File: config.mk
export PLATFORM = sky130hd
export DESIGN_NAME = asyncs_core
export DESIGN_NICKNAME = d
export VERILOG_FILES = /design/src/include/asyncs_pkg.sv /design/src/rtl/asyncs_baud.sv /design/src/rtl/asyncs_core.sv
export VERILOG_INCLUDE_DIRS = /design/src /design/src/include
export SDC_FILE = /design/constraint.sdc
export NUM_CORES = 1
export LEC_CHECK = 0
export BUFFER_PORTS_ARGS = -buffer_cell sky130_fd_sc_hd__clkbuf_2
export CAP_MARGIN = 20
export CORE_AREA = 2 2 130 132
export DETAILED_ROUTE_END_ITERATION = 16
export DIE_AREA = 0 0 132 134
export GPL_ROUTABILITY_DRIVEN = 0
export PLACE_DENSITY = 0.68
export SYNTH_ARGS = -nofsm -noshare
export SYNTH_HDL_FRONTEND = slang
export SYNTH_SLANG_ARGS = --single-unit
File: constraint.sdc
create_clock -name clk_sys -period 11.3 [get_ports clk_sys]
set_input_delay 1.695 -clock clk_sys [delete_from_list [all_inputs] [get_ports clk_sys]]
set_output_delay 1.695 -clock clk_sys [all_outputs]
set_load 0.1 [all_outputs]
File: src/include/asyncs_map.svh
// Purpose: Register offsets, field positions, reset values and counts.
// Assumes: APB byte addresses, one 32-bit word per register.
// Notes: Included by the serial core and its testbench.
`ifndef ASYNCS_MAP_SVH
`define ASYNCS_MAP_SVH

// Register byte offsets.
`define ASY_OFF_CTRL 12'h000
`define ASY_OFF_STAT 12'h004
`define ASY_OFF_DATA 12'h008
`define ASY_OFF_BAUD 12'h00C

// Control register fields.
`define ASY_C_TX_ON 0
`define ASY_C_RX_ON 1
`define ASY_C_BREAK_SEND 2
`define ASY_C_NINE_BIT 3
`define ASY_C_TWO_STOP_SEL 4
`define ASY_C_LONG_BREAK_SEL 5
`define ASY_C_TX_INVERT 6
`define ASY_C_RX_INVERT 7
`define ASY_CTRL_W 8

// Status register fields.
`define ASY_S_TX_BUFFER_EMPTY 0
`define ASY_S_TX_COMPLETE 1
`define ASY_S_RX_BUFFER_FULL 2
`define ASY_S_OVERRUN 3
`define ASY_S_FRAMING_ERROR 4

// Reset values.
`define ASY_CTRL_RST 8'h00
`define ASY_BAUD_RST 16'h0004

// Timing counts.
`define ASY_OVERSAMPLE 5'h10
`define ASY_BASE_LEN 4'hA
`define ASY_LONG_EXTRA 4'h3

`endif

File: src/include/asyncs_pkg.sv
// Purpose: Types shared by the serial core.
// Assumes: Nothing beyond the map header.
// Notes: Constants live in the map header.
package asyncs_pkg;

   typedef enum logic [1:0] {
      ASYNCS_LD_DATA,
      ASYNCS_LD_IDLE,
      ASYNCS_LD_BREAK
   } asyncs_load_t;

   typedef enum logic [1:0] {
      ASYNCS_RX_IDLE,
      ASYNCS_RX_START,
      ASYNCS_RX_DATA,
      ASYNCS_RX_STOP
   } asyncs_rx_state_t;

endpackage

File: src/rtl/asyncs_baud.sv
// Purpose: Divides the bus clock into the 16x baud tick.
// Assumes: A divisor of zero behaves as one.
// Notes: Shared by transmitter and receiver.
module asyncs_baud #(
   parameter int DIV_W = 16
) (
   // Clock and reset.
   input wire logic clk_sys,
   input wire logic sys_rst,
   // Divisor and tick.
   input wire logic [DIV_W-1:0] divisor,
   output logic tick
);

   logic [DIV_W-1:0] cnt_ff;
   logic [DIV_W-1:0] limit;

   assign limit = (divisor == '0) ? '0 : divisor - 1'b1;
   assign tick = (cnt_ff >= limit);

   always_ff @(posedge clk_sys or posedge sys_rst) begin
      if (sys_rst) begin
         cnt_ff <= '0;
      end else if (tick) begin
         cnt_ff <= '0;
      end else begin
         cnt_ff <= cnt_ff + 1'b1;
      end
   end

endmodule

File: src/rtl/asyncs_core.sv
// Purpose: Asynchronous serial transmitter and receiver with APB registers.
// Assumes: Serial input is asynchronous and passes two flip-flops.
// Notes: Baud tick comes from the bus clock through one divider.
// Function
// RULE1: Baud generator for both directions runs from the bus clock.
// RULE2: Receiver resynchronises bit timing on every falling input edge in a frame; the code ignores edges in the stop state.
// RULE3: Invert is clear after reset, line idles high, invert flips the output.
// RULE4: Enabling the transmitter queues one idle-level preamble frame first.
// RULE5: Transmit frame is 10, 11 or 12 bits from nine-bit and stop selects.
// RULE6: Eight-bit one-stop frame is start, eight data, one stop.
// RULE7: Free shifter loads waiting data on a baud tick and sets buffer empty.
// RULE8: Software reads status before each data write or the write is dropped.
// RULE9: Nothing waiting after a stop bit sets complete and idles the line.
// RULE10: Disabling keeps the pin until data, idle and break frames are done; the code leaves buffered data unsent until re-enable and releases the pin.
// RULE11: Break is all zeros, 10 bits plus options, or 13 to 15 long.
// RULE12: Writing break send one then zero queues one break frame.
// RULE13: Break send still one when a break loads queues another break.
// RULE14: Writing enable zero then one queues one idle frame of ones.
// RULE15: Pin stays driven over a quick disable and re-enable toggle.
// RULE16: Receive invert flips the input; receive enable turns the receiver on.
// RULE17: Frame is zero start, 8 or 9 data LSB first, 1 or 2 ones.
// RULE18: Completed character moves to an empty buffer and sets buffer full.
// RULE19: Completion while full sets overrun and keeps the old character.
// RULE20: Buffer full clears by an access sequence, never by a write.
// RULE21: The sequence is a status read with full set, then a data read.
module asyncs_core #(
   parameter int DIV_W = 16
) (
   // Clock and reset.
   input wire logic clk_sys,
   input wire logic sys_rst,
   // APB slave.
   input wire logic psel,
   input wire logic penable,
   input wire logic pwrite,
   input wire logic [11:0] paddr,
   input wire logic [31:0] pwdata,
   output logic [31:0] prdata,
   output logic pready,
   output logic pslverr,
   // Serial pins.
   input wire logic rxd_in,
   output logic txd_out,
   output logic txd_oe
);
`include "asyncs_map.svh"

   ////////////////////////////////////////////////////////////////////////
   // Register bus.
   logic [`ASY_CTRL_W-1:0] ctrl_ff;
   logic [DIV_W-1:0] baud_ff;
   logic [31:0] prdata_ff;
   logic setup_ph, access, wr, rd, mapped;
   logic ctrl_wr, data_wr, stat_rd, data_rd;
   logic tx_buffer_empty_ff, tc_ff, rx_buffer_full_ff, ovr_ff, fe_ff;
   logic [8:0] rx_buf_ff;
   logic stat_seen_ff, rx_armed_ff;

   assign setup_ph = psel && !penable;
   assign access = psel && penable;
   assign wr = access && pwrite;
   assign rd = access && !pwrite;
   assign mapped = (paddr == `ASY_OFF_CTRL) || (paddr == `ASY_OFF_STAT)
                   || (paddr == `ASY_OFF_DATA) || (paddr == `ASY_OFF_BAUD);
   assign ctrl_wr = wr && (paddr == `ASY_OFF_CTRL);
   assign data_wr = wr && (paddr == `ASY_OFF_DATA);
   assign stat_rd = rd && (paddr == `ASY_OFF_STAT);
   assign data_rd = rd && (paddr == `ASY_OFF_DATA);
   assign pready = 1'b1;
   assign pslverr = access && !mapped;
   assign prdata = prdata_ff;

   always_ff @(posedge clk_sys or posedge sys_rst) begin
      if (sys_rst) begin
         prdata_ff <= 32'h00000000;
      end else if (setup_ph && !pwrite) begin
         case (paddr)
            `ASY_OFF_CTRL: prdata_ff <= {24'h000000, ctrl_ff};
            `ASY_OFF_STAT: prdata_ff <= {27'h0000000, fe_ff, ovr_ff,
                                         rx_buffer_full_ff, tc_ff, tx_buffer_empty_ff};
            `ASY_OFF_DATA: prdata_ff <= {23'h000000, rx_buf_ff};
            `ASY_OFF_BAUD: prdata_ff <= {{(32-DIV_W){1'b0}}, baud_ff};
            default: prdata_ff <= 32'h00000000;
         endcase
      end
   end

   always_ff @(posedge clk_sys or posedge sys_rst) begin
      if (sys_rst) begin
         ctrl_ff <= `ASY_CTRL_RST; // RULE3
         baud_ff <= DIV_W'(`ASY_BAUD_RST);
      end else begin
         if (ctrl_wr) begin
            ctrl_ff <= pwdata[`ASY_CTRL_W-1:0];
         end
         if (wr && (paddr == `ASY_OFF_BAUD)) begin
            baud_ff <= pwdata[DIV_W-1:0];
         end
      end
   end

   ////////////////////////////////////////////////////////////////////////
   // Baud tick, shared by both directions.
   logic tick;

   asyncs_baud #(.DIV_W(DIV_W)) u_baud ( // RULE1
      .clk_sys(clk_sys),
      .sys_rst(sys_rst),
      .divisor(baud_ff),
      .tick(tick)
   );

   logic nine, two_stop, tx_on;
   logic [3:0] frame_len, break_len;

   assign nine = ctrl_ff[`ASY_C_NINE_BIT];
   assign two_stop = ctrl_ff[`ASY_C_TWO_STOP_SEL];
   assign tx_on = ctrl_ff[`ASY_C_TX_ON];
   assign frame_len = `ASY_BASE_LEN + {3'h0, nine} + {3'h0, two_stop}; // RULE5
   assign break_len = frame_len
                      + (ctrl_ff[`ASY_C_LONG_BREAK_SEL] ? `ASY_LONG_EXTRA
                                                        : 4'h0); // RULE11

   ////////////////////////////////////////////////////////////////////////
   // Transmit queue and flags.
   logic [8:0] tx_buf_ff;
   logic idle_q_ff, brk_q_ff;
   logic tx_busy_ff, tx_is_brk_ff;
   logic [11:0] tx_sh_ff;
   logic [3:0] tx_bits_ff, tx_ph_ff;
   logic tx_free, tx_load, tx_bit_end, tx_done, data_wait;
   logic tx_on_rise, brk_fall;
   asyncs_pkg::asyncs_load_t ld_kind;

   assign tx_on_rise = ctrl_wr && !tx_on && pwdata[`ASY_C_TX_ON];
   assign brk_fall = ctrl_wr && ctrl_ff[`ASY_C_BREAK_SEND]
                     && !pwdata[`ASY_C_BREAK_SEND];
   assign data_wait = !tx_buffer_empty_ff && tx_on;
   assign tx_free = !tx_busy_ff && tick;
   assign tx_load = tx_free && (idle_q_ff || brk_q_ff || data_wait); // RULE7
   assign tx_bit_end = tx_busy_ff && tick && (tx_ph_ff == 4'hF);
   assign tx_done = tx_bit_end && (tx_bits_ff == 4'h1);

   // Preamble and idle frames go first, then breaks, then data.
   always_comb begin
      if (idle_q_ff) begin
         ld_kind = asyncs_pkg::ASYNCS_LD_IDLE;
      end else if (brk_q_ff) begin
         ld_kind = asyncs_pkg::ASYNCS_LD_BREAK;
      end else begin
         ld_kind = asyncs_pkg::ASYNCS_LD_DATA;
      end
   end

   always_ff @(posedge clk_sys or posedge sys_rst) begin
      if (sys_rst) begin
         idle_q_ff <= 1'b0;
         brk_q_ff <= 1'b0;
      end else begin
         if (tx_on_rise) begin
            idle_q_ff <= 1'b1; // RULE4 RULE14
         end else if (tx_load && ld_kind == asyncs_pkg::ASYNCS_LD_IDLE) begin
            idle_q_ff <= 1'b0;
         end
         if (brk_fall) begin
            brk_q_ff <= 1'b1; // RULE12
         end else if (tx_load && ld_kind == asyncs_pkg::ASYNCS_LD_BREAK) begin
            brk_q_ff <= ctrl_ff[`ASY_C_BREAK_SEND]; // RULE13
         end
      end
   end

   // A data write counts only after a status read saw the buffer empty.
   always_ff @(posedge clk_sys or posedge sys_rst) begin
      if (sys_rst) begin
         stat_seen_ff <= 1'b0;
         tx_buffer_empty_ff <= 1'b1;
         tx_buf_ff <= 9'h000;
      end else begin
         if (stat_rd && tx_buffer_empty_ff) begin
            stat_seen_ff <= 1'b1;
         end else if (data_wr) begin
            stat_seen_ff <= 1'b0;
         end
         if (tx_load && ld_kind == asyncs_pkg::ASYNCS_LD_DATA) begin
            tx_buffer_empty_ff <= 1'b1; // RULE7
         end else if (data_wr && stat_seen_ff && tx_buffer_empty_ff) begin
            tx_buffer_empty_ff <= 1'b0; // RULE8
            tx_buf_ff <= pwdata[8:0];
         end
      end
   end

   always_ff @(posedge clk_sys or posedge sys_rst) begin
      if (sys_rst) begin
         tc_ff <= 1'b1;
      end else if (tx_done && !idle_q_ff && !brk_q_ff && !data_wait) begin
         tc_ff <= 1'b1; // RULE9
      end else if (tx_load || tx_on_rise || brk_fall || data_wr) begin
         tc_ff <= 1'b0;
      end
   end

   ////////////////////////////////////////////////////////////////////////
   // Transmit shifter.
   always_ff @(posedge clk_sys or posedge sys_rst) begin
      if (sys_rst) begin
         tx_busy_ff <= 1'b0;
         tx_is_brk_ff <= 1'b0;
         tx_sh_ff <= 12'hFFF;
         tx_bits_ff <= 4'h0;
         tx_ph_ff <= 4'h0;
      end else if (tx_load) begin
         tx_busy_ff <= 1'b1;
         tx_ph_ff <= 4'h0;
         tx_is_brk_ff <= (ld_kind == asyncs_pkg::ASYNCS_LD_BREAK);
         case (ld_kind)
            asyncs_pkg::ASYNCS_LD_IDLE: begin
               tx_sh_ff <= 12'hFFF;
               tx_bits_ff <= frame_len;
            end
            asyncs_pkg::ASYNCS_LD_BREAK: begin
               tx_sh_ff <= 12'h000; // RULE11
               tx_bits_ff <= break_len;
            end
            default: begin
               tx_sh_ff <= {2'h3, nine ? tx_buf_ff[8] : 1'b1,
                            tx_buf_ff[7:0], 1'b0}; // RULE6 RULE17
               tx_bits_ff <= frame_len;
            end
         endcase
      end else if (tx_busy_ff && tick) begin
         tx_ph_ff <= tx_ph_ff + 4'h1;
         if (tx_ph_ff == 4'hF) begin
            tx_bits_ff <= tx_bits_ff - 4'h1;
            // Breaks keep shifting zeros in; frames shift ones in.
            tx_sh_ff <= {!tx_is_brk_ff, tx_sh_ff[11:1]};
            if (tx_bits_ff == 4'h1) begin
               tx_busy_ff <= 1'b0;
            end
         end
      end
   end

   // Pin stays driven while enabled, shifting or holding queued idle or break frames.
   assign txd_oe = tx_on || tx_busy_ff || idle_q_ff || brk_q_ff
                   || data_wait; // RULE10 RULE15
   assign txd_out = (tx_busy_ff ? tx_sh_ff[0] : 1'b1)
                    ^ ctrl_ff[`ASY_C_TX_INVERT]; // RULE3

   ////////////////////////////////////////////////////////////////////////
   // Receive input synchroniser and edge detect.
   logic rx_s1_ff, rx_s2_ff, rx_prev_ff, rx_line, rx_fall;
   asyncs_pkg::asyncs_rx_state_t rx_st_ff;
   logic [3:0] rx_ph_ff, rx_cnt_ff;
   logic [8:0] rx_sh_ff;
   logic rx_done, rx_bad, rx_on;

   always_ff @(posedge clk_sys or posedge sys_rst) begin
      if (sys_rst) begin
         rx_s1_ff <= 1'b1;
         rx_s2_ff <= 1'b1;
         rx_prev_ff <= 1'b1;
      end else begin
         rx_s1_ff <= rxd_in;
         rx_s2_ff <= rx_s1_ff;
         rx_prev_ff <= rx_line;
      end
   end

   assign rx_on = ctrl_ff[`ASY_C_RX_ON]; // RULE16
   assign rx_line = rx_s2_ff ^ ctrl_ff[`ASY_C_RX_INVERT]; // RULE16
   assign rx_fall = rx_prev_ff && !rx_line;

   ////////////////////////////////////////////////////////////////////////
   // Receive sequencer: samples mid-bit, ends start and data bits at phase 15, finishes at the last stop bit's mid-bit sample.
   logic rx_mid, rx_end;

   assign rx_mid = tick && (rx_ph_ff == 4'h7);
   assign rx_end = tick && (rx_ph_ff == 4'hF);

   always_ff @(posedge clk_sys or posedge sys_rst) begin
      if (sys_rst) begin
         rx_st_ff <= asyncs_pkg::ASYNCS_RX_IDLE;
         rx_ph_ff <= 4'h0;
         rx_cnt_ff <= 4'h0;
         rx_sh_ff <= 9'h000;
         rx_bad <= 1'b0;
         rx_done <= 1'b0;
      end else begin
         rx_done <= 1'b0;
         if (!rx_on) begin
            rx_st_ff <= asyncs_pkg::ASYNCS_RX_IDLE;
         end else if (rx_fall && rx_st_ff != asyncs_pkg::ASYNCS_RX_STOP) begin
            rx_ph_ff <= 4'h0; // RULE2
            if (rx_st_ff == asyncs_pkg::ASYNCS_RX_IDLE) begin
               rx_st_ff <= asyncs_pkg::ASYNCS_RX_START;
            end
         end else if (tick) begin
            rx_ph_ff <= rx_ph_ff + 4'h1;
            case (rx_st_ff)
               asyncs_pkg::ASYNCS_RX_START: begin
                  if (rx_mid && rx_line) begin
                     rx_st_ff <= asyncs_pkg::ASYNCS_RX_IDLE;
                  end else if (rx_end) begin
                     rx_st_ff <= asyncs_pkg::ASYNCS_RX_DATA;
                     rx_cnt_ff <= nine ? 4'h9 : 4'h8;
                     rx_bad <= 1'b0;
                  end
               end
               asyncs_pkg::ASYNCS_RX_DATA: begin
                  if (rx_mid) begin
                     rx_sh_ff <= {rx_line, rx_sh_ff[8:1]}; // RULE17
                     rx_cnt_ff <= rx_cnt_ff - 4'h1;
                  end else if (rx_end && rx_cnt_ff == 4'h0) begin
                     rx_st_ff <= asyncs_pkg::ASYNCS_RX_STOP;
                     rx_cnt_ff <= two_stop ? 4'h2 : 4'h1;
                  end
               end
               asyncs_pkg::ASYNCS_RX_STOP: begin
                  if (rx_mid) begin
                     rx_bad <= rx_bad || !rx_line;
                     if (rx_cnt_ff == 4'h1) begin
                        rx_done <= 1'b1;
                        rx_st_ff <= asyncs_pkg::ASYNCS_RX_IDLE;
                     end
                     rx_cnt_ff <= rx_cnt_ff - 4'h1;
                  end
               end
               default: rx_st_ff <= asyncs_pkg::ASYNCS_RX_IDLE;
            endcase
         end
      end
   end

   ////////////////////////////////////////////////////////////////////////
   // Receive buffer and flags; a new event wins over a clear.
   always_ff @(posedge clk_sys or posedge sys_rst) begin
      if (sys_rst) begin
         rx_buf_ff <= 9'h000;
         rx_buffer_full_ff <= 1'b0;
         ovr_ff <= 1'b0;
         fe_ff <= 1'b0;
         rx_armed_ff <= 1'b0;
      end else begin
         if (stat_rd && (rx_buffer_full_ff || ovr_ff || fe_ff)) begin
            rx_armed_ff <= 1'b1; // RULE21
         end else if (data_rd) begin
            rx_armed_ff <= 1'b0;
         end
         if (rx_done && rx_buffer_full_ff) begin
            ovr_ff <= 1'b1; // RULE19
         end else if (data_rd && rx_armed_ff) begin
            ovr_ff <= 1'b0;
         end
         if (rx_done && !rx_buffer_full_ff) begin
            rx_buffer_full_ff <= 1'b1; // RULE18
            rx_buf_ff <= nine ? rx_sh_ff : {1'b0, rx_sh_ff[8:1]};
            fe_ff <= rx_bad;
         end else if (data_rd && rx_armed_ff) begin
            rx_buffer_full_ff <= 1'b0; // RULE20 RULE21
            fe_ff <= 1'b0;
         end
      end
   end
endmodule

**After elaboration in Yosys (flattened, before gate mapping)**

Cells that the tools add are included.

- Add/subtract/negate cells: 9
- $mul: 0
- Div/mod/pow operators: 0
- $lt $le $gt $ge: 1
- Equal/unequal tests: 25
- Shift-type cells: 0
- Muxes and demuxes: 70
- Bitwise logic cells: 4
- Reduce and logical (&&, ||, !) cells: 95

Operators with widths:

| operator | number |
|---|---|
| 16-bit one-hot mux with 4 select lines | 1 |
| 4-bit two-way mux | 13 |
| 1-bit logical AND | 40 |
| 12-bit two-way mux | 3 |
| 1-bit two-way mux | 32 |
| 16-bit two-way mux | 2 |
| 2-bit two-way mux | 14 |
| 2-bit nonzero test | 13 |
| 12-bit by 4-bit equality test with 1-bit output (second input constant) | 2 |
| 12-bit one-hot mux with 2 select lines | 1 |
| 16-bit by 1-bit adder with 16-bit output (second input constant) | 1 |
| 16-bit >= comparator | 1 |
| 16-bit zero test | 1 |
| 4-bit != test (second input constant) | 4 |
| 16-bit by 1-bit subtractor with 16-bit output (second input constant) | 1 |
| 1-bit logical OR | 15 |
| 7-bit AND reduction | 2 |
| 1-bit zero test | 13 |
| 12-bit by 3-bit equality test with 1-bit output (second input constant) | 1 |
| 12-bit zero test | 1 |
| 4-bit one-hot mux with 3 select lines | 1 |
| 9-bit two-way mux | 1 |
| 4-bit by 1-bit adder with 4-bit output (second input constant) | 2 |
| 4-bit by 1-bit equality test with 1-bit output (second input constant) | 2 |
| 24 further kinds | 37 |

- Bits in registers: 145
- Latch bits: 0
- Bits in writable memories: 0
- Memory bits (read-only): 0
- Input port bits: 50
- Output and inout bits: 36
- Word-level logic and storage cells: 233
- Memories: 0

**Depth between registers and ports, before layout**

- Depth after elaboration: 11
- Mapped depth: 16
- Mapped depth without buffers: 13

**Cells and area by module**

A second synthesis with hierarchy kept.

- Cells, all modules: 722
- Area, all modules: 7397.1 um^2

Modules (own cells, without submodules):

| module | times used | cells each | area each (um^2) | sequential area each (um^2) |
|---|---|---|---|---|
| asyncs_core | 1 | 541 | 5769.3 | 2850.2 |
| asyncs_baud | 1 | 181 | 1627.8 | 400.4 |

**Worst setup path before layout**

Ideal clock, no wire load.

- Kind: input to output
- Start point: input port paddr[0]
- End point: output port pslverr
- Arrival time: 3.342 ns
- Data required time: 9.605 ns
- Setup slack: 6.263 ns
- Cell stages on the path: 4
- Buffers on the path: 1
- Cell sequence: nor4_1 > and4_1 > buf_2 > nor2_1

- Word-level cells in the longest chain between the ends: 6
- Elaborated cells on any way between the ends: 9
- Classes of those cells: 3 x eq/ne; 6 x reduce/logical

RTL lines:

| element | line | RTL |
|---|---|---|
| from (decl) | asyncs_core.sv:36 | `input wire logic [11:0] paddr,` |
| 12-bit by 3-bit equality test with 1-bit output or 12-bit zero test (tied branches) | -- |  |
| 1-bit logical OR (2 in series) | asyncs_core.sv:63 | `` assign mapped = (paddr == `ASY_OFF_CTRL) \|\| (paddr == `ASY_OFF_STAT) `` |
| 1-bit logical OR (*) | asyncs_core.sv:63 |  |
| 1-bit zero test (*) | asyncs_core.sv:70 | `assign pslverr = access && !mapped;` |
| 1-bit logical AND (*) | asyncs_core.sv:70 |  |
| to (decl) | asyncs_core.sv:40 | `output logic pslverr,` |

Mark *: on every way between the ends. The rest lies on a longest branch, timed or not.

**Worst setup path after layout**

- Start point: register baud_ff[6]
- End point: register rx_sh_ff[1]

- Word-level cells in the longest chain between the ends: 5
- Elaborated cells on any way between the ends: 6
- Classes of those cells: 1 x add/sub; 1 x order compare; 1 x mux; 3 x reduce/logical

RTL lines:

| element | line | RTL |
|---|---|---|
| from (decl) | asyncs_core.sv:51 | `logic [DIV_W-1:0] baud_ff;` |
| from (signal assigned) | asyncs_core.sv:91 | `` baud_ff <= DIV_W'(`ASY_BAUD_RST); `` |
| from (signal assigned) | asyncs_core.sv:97 | `baud_ff <= pwdata[DIV_W-1:0];` |
| 16-bit by 1-bit subtractor with 16-bit output or 16-bit zero test (tied branches) | asyncs_baud.sv:18 | `assign limit = (divisor == '0) ? '0 : divisor - 1'b1;` |
| 16-bit two-way mux (*) | asyncs_baud.sv:18 |  |
| 16-bit >= comparator (*) | asyncs_baud.sv:19 | `assign tick = (cnt_ff >= limit);` |
| 1-bit logical AND | asyncs_core.sv:279 | `assign rx_mid = tick && (rx_ph_ff == 4'h7);` |
| 5-bit AND reduction (no source line) (*) | -- |  |
| to (signal assigned) | asyncs_core.sv:313 | `rx_sh_ff <= {rx_line, rx_sh_ff[8:1]};` |
| to (decl) | asyncs_core.sv:256 | `logic [8:0] rx_sh_ff;` |

Marks and branches as above.
A chain may end at the register's enable or synchronous reset.

==> results.py <==
metrics = {
    "floorplanning": {
        "io_pins": 86,
        "die_y_um": 134,
        "die-area_um2": 17700,
        "core_area_um2": 16300,
        "die_w_um": 132,
        "initial_utilization": 0.442,
        "rows": 47,
    },
    "min_path": {
        "hp-start": "rx_s1_ff",
        "hold_depth": 0,
        "hp-class": "reg -> reg",
        "whs_endpoint": "rx_s2_ff",
    },
    "clock_tree": {
        "clkTransAtPathRegs_ns": 0.06,
        "h-tree-depth": 4,
        "cts_tree": "yes",
        "clock_latency_ns": 0.42,
        "post-cts-setup-buffers": 0,
        "tritoncts_num_sinks": 129,
        "cts_repair_resize_count": 0,
        "cts.hold.buffers_added": 0,
        "clockRootBuffer": "clkbuf_16",
        "clockBufferDepth": 2,
        "cts_buffers": 17,
    },
    "detailed_routing": {
        "ant_nets": 0,
        "vias_per_cell": 5.57,
        "drc_errors": 0,
        "drt_pass1_iterations": 5,
        "num_vias": 5503,
        "drt_iter0_drc": 386,
        "drt-total-wl_mm": 16.2,
        "routedWlPerCell_um": 16.4,
    },
    "outcome": {
        "status": "complete, no violations",
    },
    "critical_path": {
        "critPathMaxFanout": 21,
        "crit_path_top_delay_cell": "nand3_1",
        "slowest_delay_ns": 0.67,
        "path_class": "reg -> reg",
        "cp_top_family": "simple AND/OR/NAND/NOR gates",
        "end_kind": "flip-flop",
        "crit_required_ns": 11.61,
        "reg2reg_slack_ns": 6.04,
        "r2r_start": "baud_ff[6]",
        "crit_chain": "or4_4 -> nor4_1 -> nand2b_1 -> or3_1 -> nor3_1 -> a21oi_1 -> ha_1 -> nand4_1 -> nor4_2 -> o31ai_2 -> nand3_1 -> buf_4 -> nand4_2 -> mux2_2",
        "ff2ff_path_depth": 14,
        "path_buf_inv": 1,
        "worstSetupStartpointType": "flip-flop",
        "cp_data_arrival_time_ns": 5.57,
        "r2r_end": "rx_sh_ff[1]",
    },
    "power_and_ir_drop": {
        "p_per_area_nw_per_um2": 170,
        "p_total_w": 0.00138,
        "power_leakage_nw": 3.77,
        "ir_drop_uv": 109,
    },
    "timing": {
        "fin_worst_skew_ns": 0.00961,
        "timing.fmax_mhz": 190,
        "setup_violations": 0,
        "max-slew-margin-rel": 0.395,
        "setup_tns_ns": 0,
        "rsz0062_at_grt": "false",
        "finalHoldViolCount": 0,
        "drv_slew": 0,
        "finalCritPeriodShare": 0.466,
        "worstMarginPinSlew_ns": 0.907,
        "min_period_ns": 5.26,
    },
    "synth": {
        "ys_seq_elements": 129,
        "synthCells": 709,
        "synthTopCellsByCount": "dfrtp_1, nand2_1, nor2_1",
        "synth_edf_count": 0,
        "synth_area_leaders": "dfrtp_1, dfstp_2, ha_1",
        "synth.avg_cell_area_um2": 10.2,
        "synth_top_cell_by_area": "dfrtp_1",
        "synth.distinct_cells": 70,
        "synthArstFlopShare": 1.00,
        "synth.most_common_cell": "dfrtp_1",
        "netlist_area_um2": 7210,
        "synthFlopType": "dfrtp_1",
        "synth_top_area_share": 0.385,
        "yosysSeqAreaShare": 0.451,
        "synth_warnings": 0,
    },
    "final_layout": {
        "antenna_cells": 0,
        "fin_nets": 840,
        "syn_to_final_growth_pct": 12.7,
        "drive_above_1_share": 0.224,
    },
    "global_routing": {
        "grt_pass1_vias": 5248,
        "grt_max_degree": 69,
        "antenna_found_initial": 0,
        "grt_pass1_wl_mm": 26.8,
        "grt_overflow": 0,
        "track_usage": 0.188,
    },
    "place": {
        "portBuffers": 52,
        "dp_hpwl_mm": 11.6,
    },
    "run": {
        "drv_cap": 0,
    },
}
[power breakdown]
| part | internal [W] | switching (W) | total (W) |
|---|---|---|---|
| sequential | 0.000507 | 0.0000343 | 0.000541 |
| combinational | 0.000111 | 0.000226 | 0.000337 |
| clock | 0.000288 | 0.000214 | 0.000502 |
[worst max path at each step]
| stage | slack, ns | endpoint | cells after the start | start |
|---|---|---|---|---|
| finish | 6.04 | rx_sh_ff[1] | 14 | baud_ff[6] |
| global route | 5.63 | rx_sh_ff[7] | 14 | baud_ff[6] |
| CTS | 6.06 | rx_sh_ff[1] | 14 | baud_ff[6] |
| detailed placement | 6.09 | rx_sh_ff[1] | 14 | baud_ff[6] |
| global placement | 6.16 | rx_sh_ff[5] | 14 | baud_ff[6] |
| floorplan | 6.19 | baud_ff[0] | 1 | sys_rst |
[placed cells by master (no fill, tap or decap), drive strengths merged, types with 4 or more instances in the layout]
master and count:
nor2b 6, nor2 65, and3 7, mux2i 17, conb 17, mux4 5, nand2b 7, a31oi 9
nor3 19, nand4 13, a22oi 5, ha 35, nor4 8, dfstp 18, xnor2 11, xor2 17
o211ai 4, inv 30, buf 4, a32oi 11, dfrtp 111, nand3 21, clkbuf 70, a22o 14
or3 4, o21ai 34, mux2 37, o31ai 10, a21oi 27, a211oi 4, clkinv 7, nand2 78
[area by class of cell]
type                            instances  area [um2]
Sequential cell                       129        3250
Timing Repair Buffer                   56         290
Multi-Input combinational cell        525        3660
Fill cell                            1476        8170
Inverter                               26         100
Tap cell                              220         275
Clock buffer                           18         439
Clock inverter                         14         108
[cell families after synthesis]
logic type | Yosys count | share of synthesized area
AND/OR/NAND/NOR | 240 | 0.164
AO/OA/AOI/OAI | 146 | 0.143
flip-flops | 129 | 0.451
buffers and inverters | 70 | 0.0493
multiplexers | 59 | 0.0971
adder cells (fa/ha/maj) | 35 | 0.0608
XOR/XNOR | 28 | 0.0340
other | 2 | 0.00104
[routing by layer]
layer  global-route usage  wire length [um]  up-vias
met5                    0                 0        -
met4               0.0610               185        0
met3               0.0363               743       13
met2                0.306              7730      157
met1                0.255              7500     2708
li1                     -                 -     2625
[state kept, by name, indices dropped and copies added, names as in the netlist, 2 cells and up]
signal and count:
rx_st_ff 2, ctrl_ff 8, baud_ff 16, tx_sh_ff 12, rx_cnt_ff 4, rx_buf_ff 9, prdata 16, rx_ph_ff 4
tx_buf_ff 9, rx_sh_ff 9, tx_ph_ff 4, u_baud.cnt_ff 16, tx_bits_ff 4
[metrics by stage]
step                      worst slack [ns]  instances  hold slack (ns)  utilization  instance area (um2)
after floorplan                       6.19        724            0.345            -                 7260
after global placement                6.16        956            0.346        0.465                 7570
after detailed placement              6.09        956            0.349        0.465                 7570
after CTS                             6.06        988            0.358        0.498                 8120
after global routing                  5.63        988            0.364        0.498                 8120
final                                 6.04        988            0.357        0.498                 8120
(Power assumes the default switching activity.)
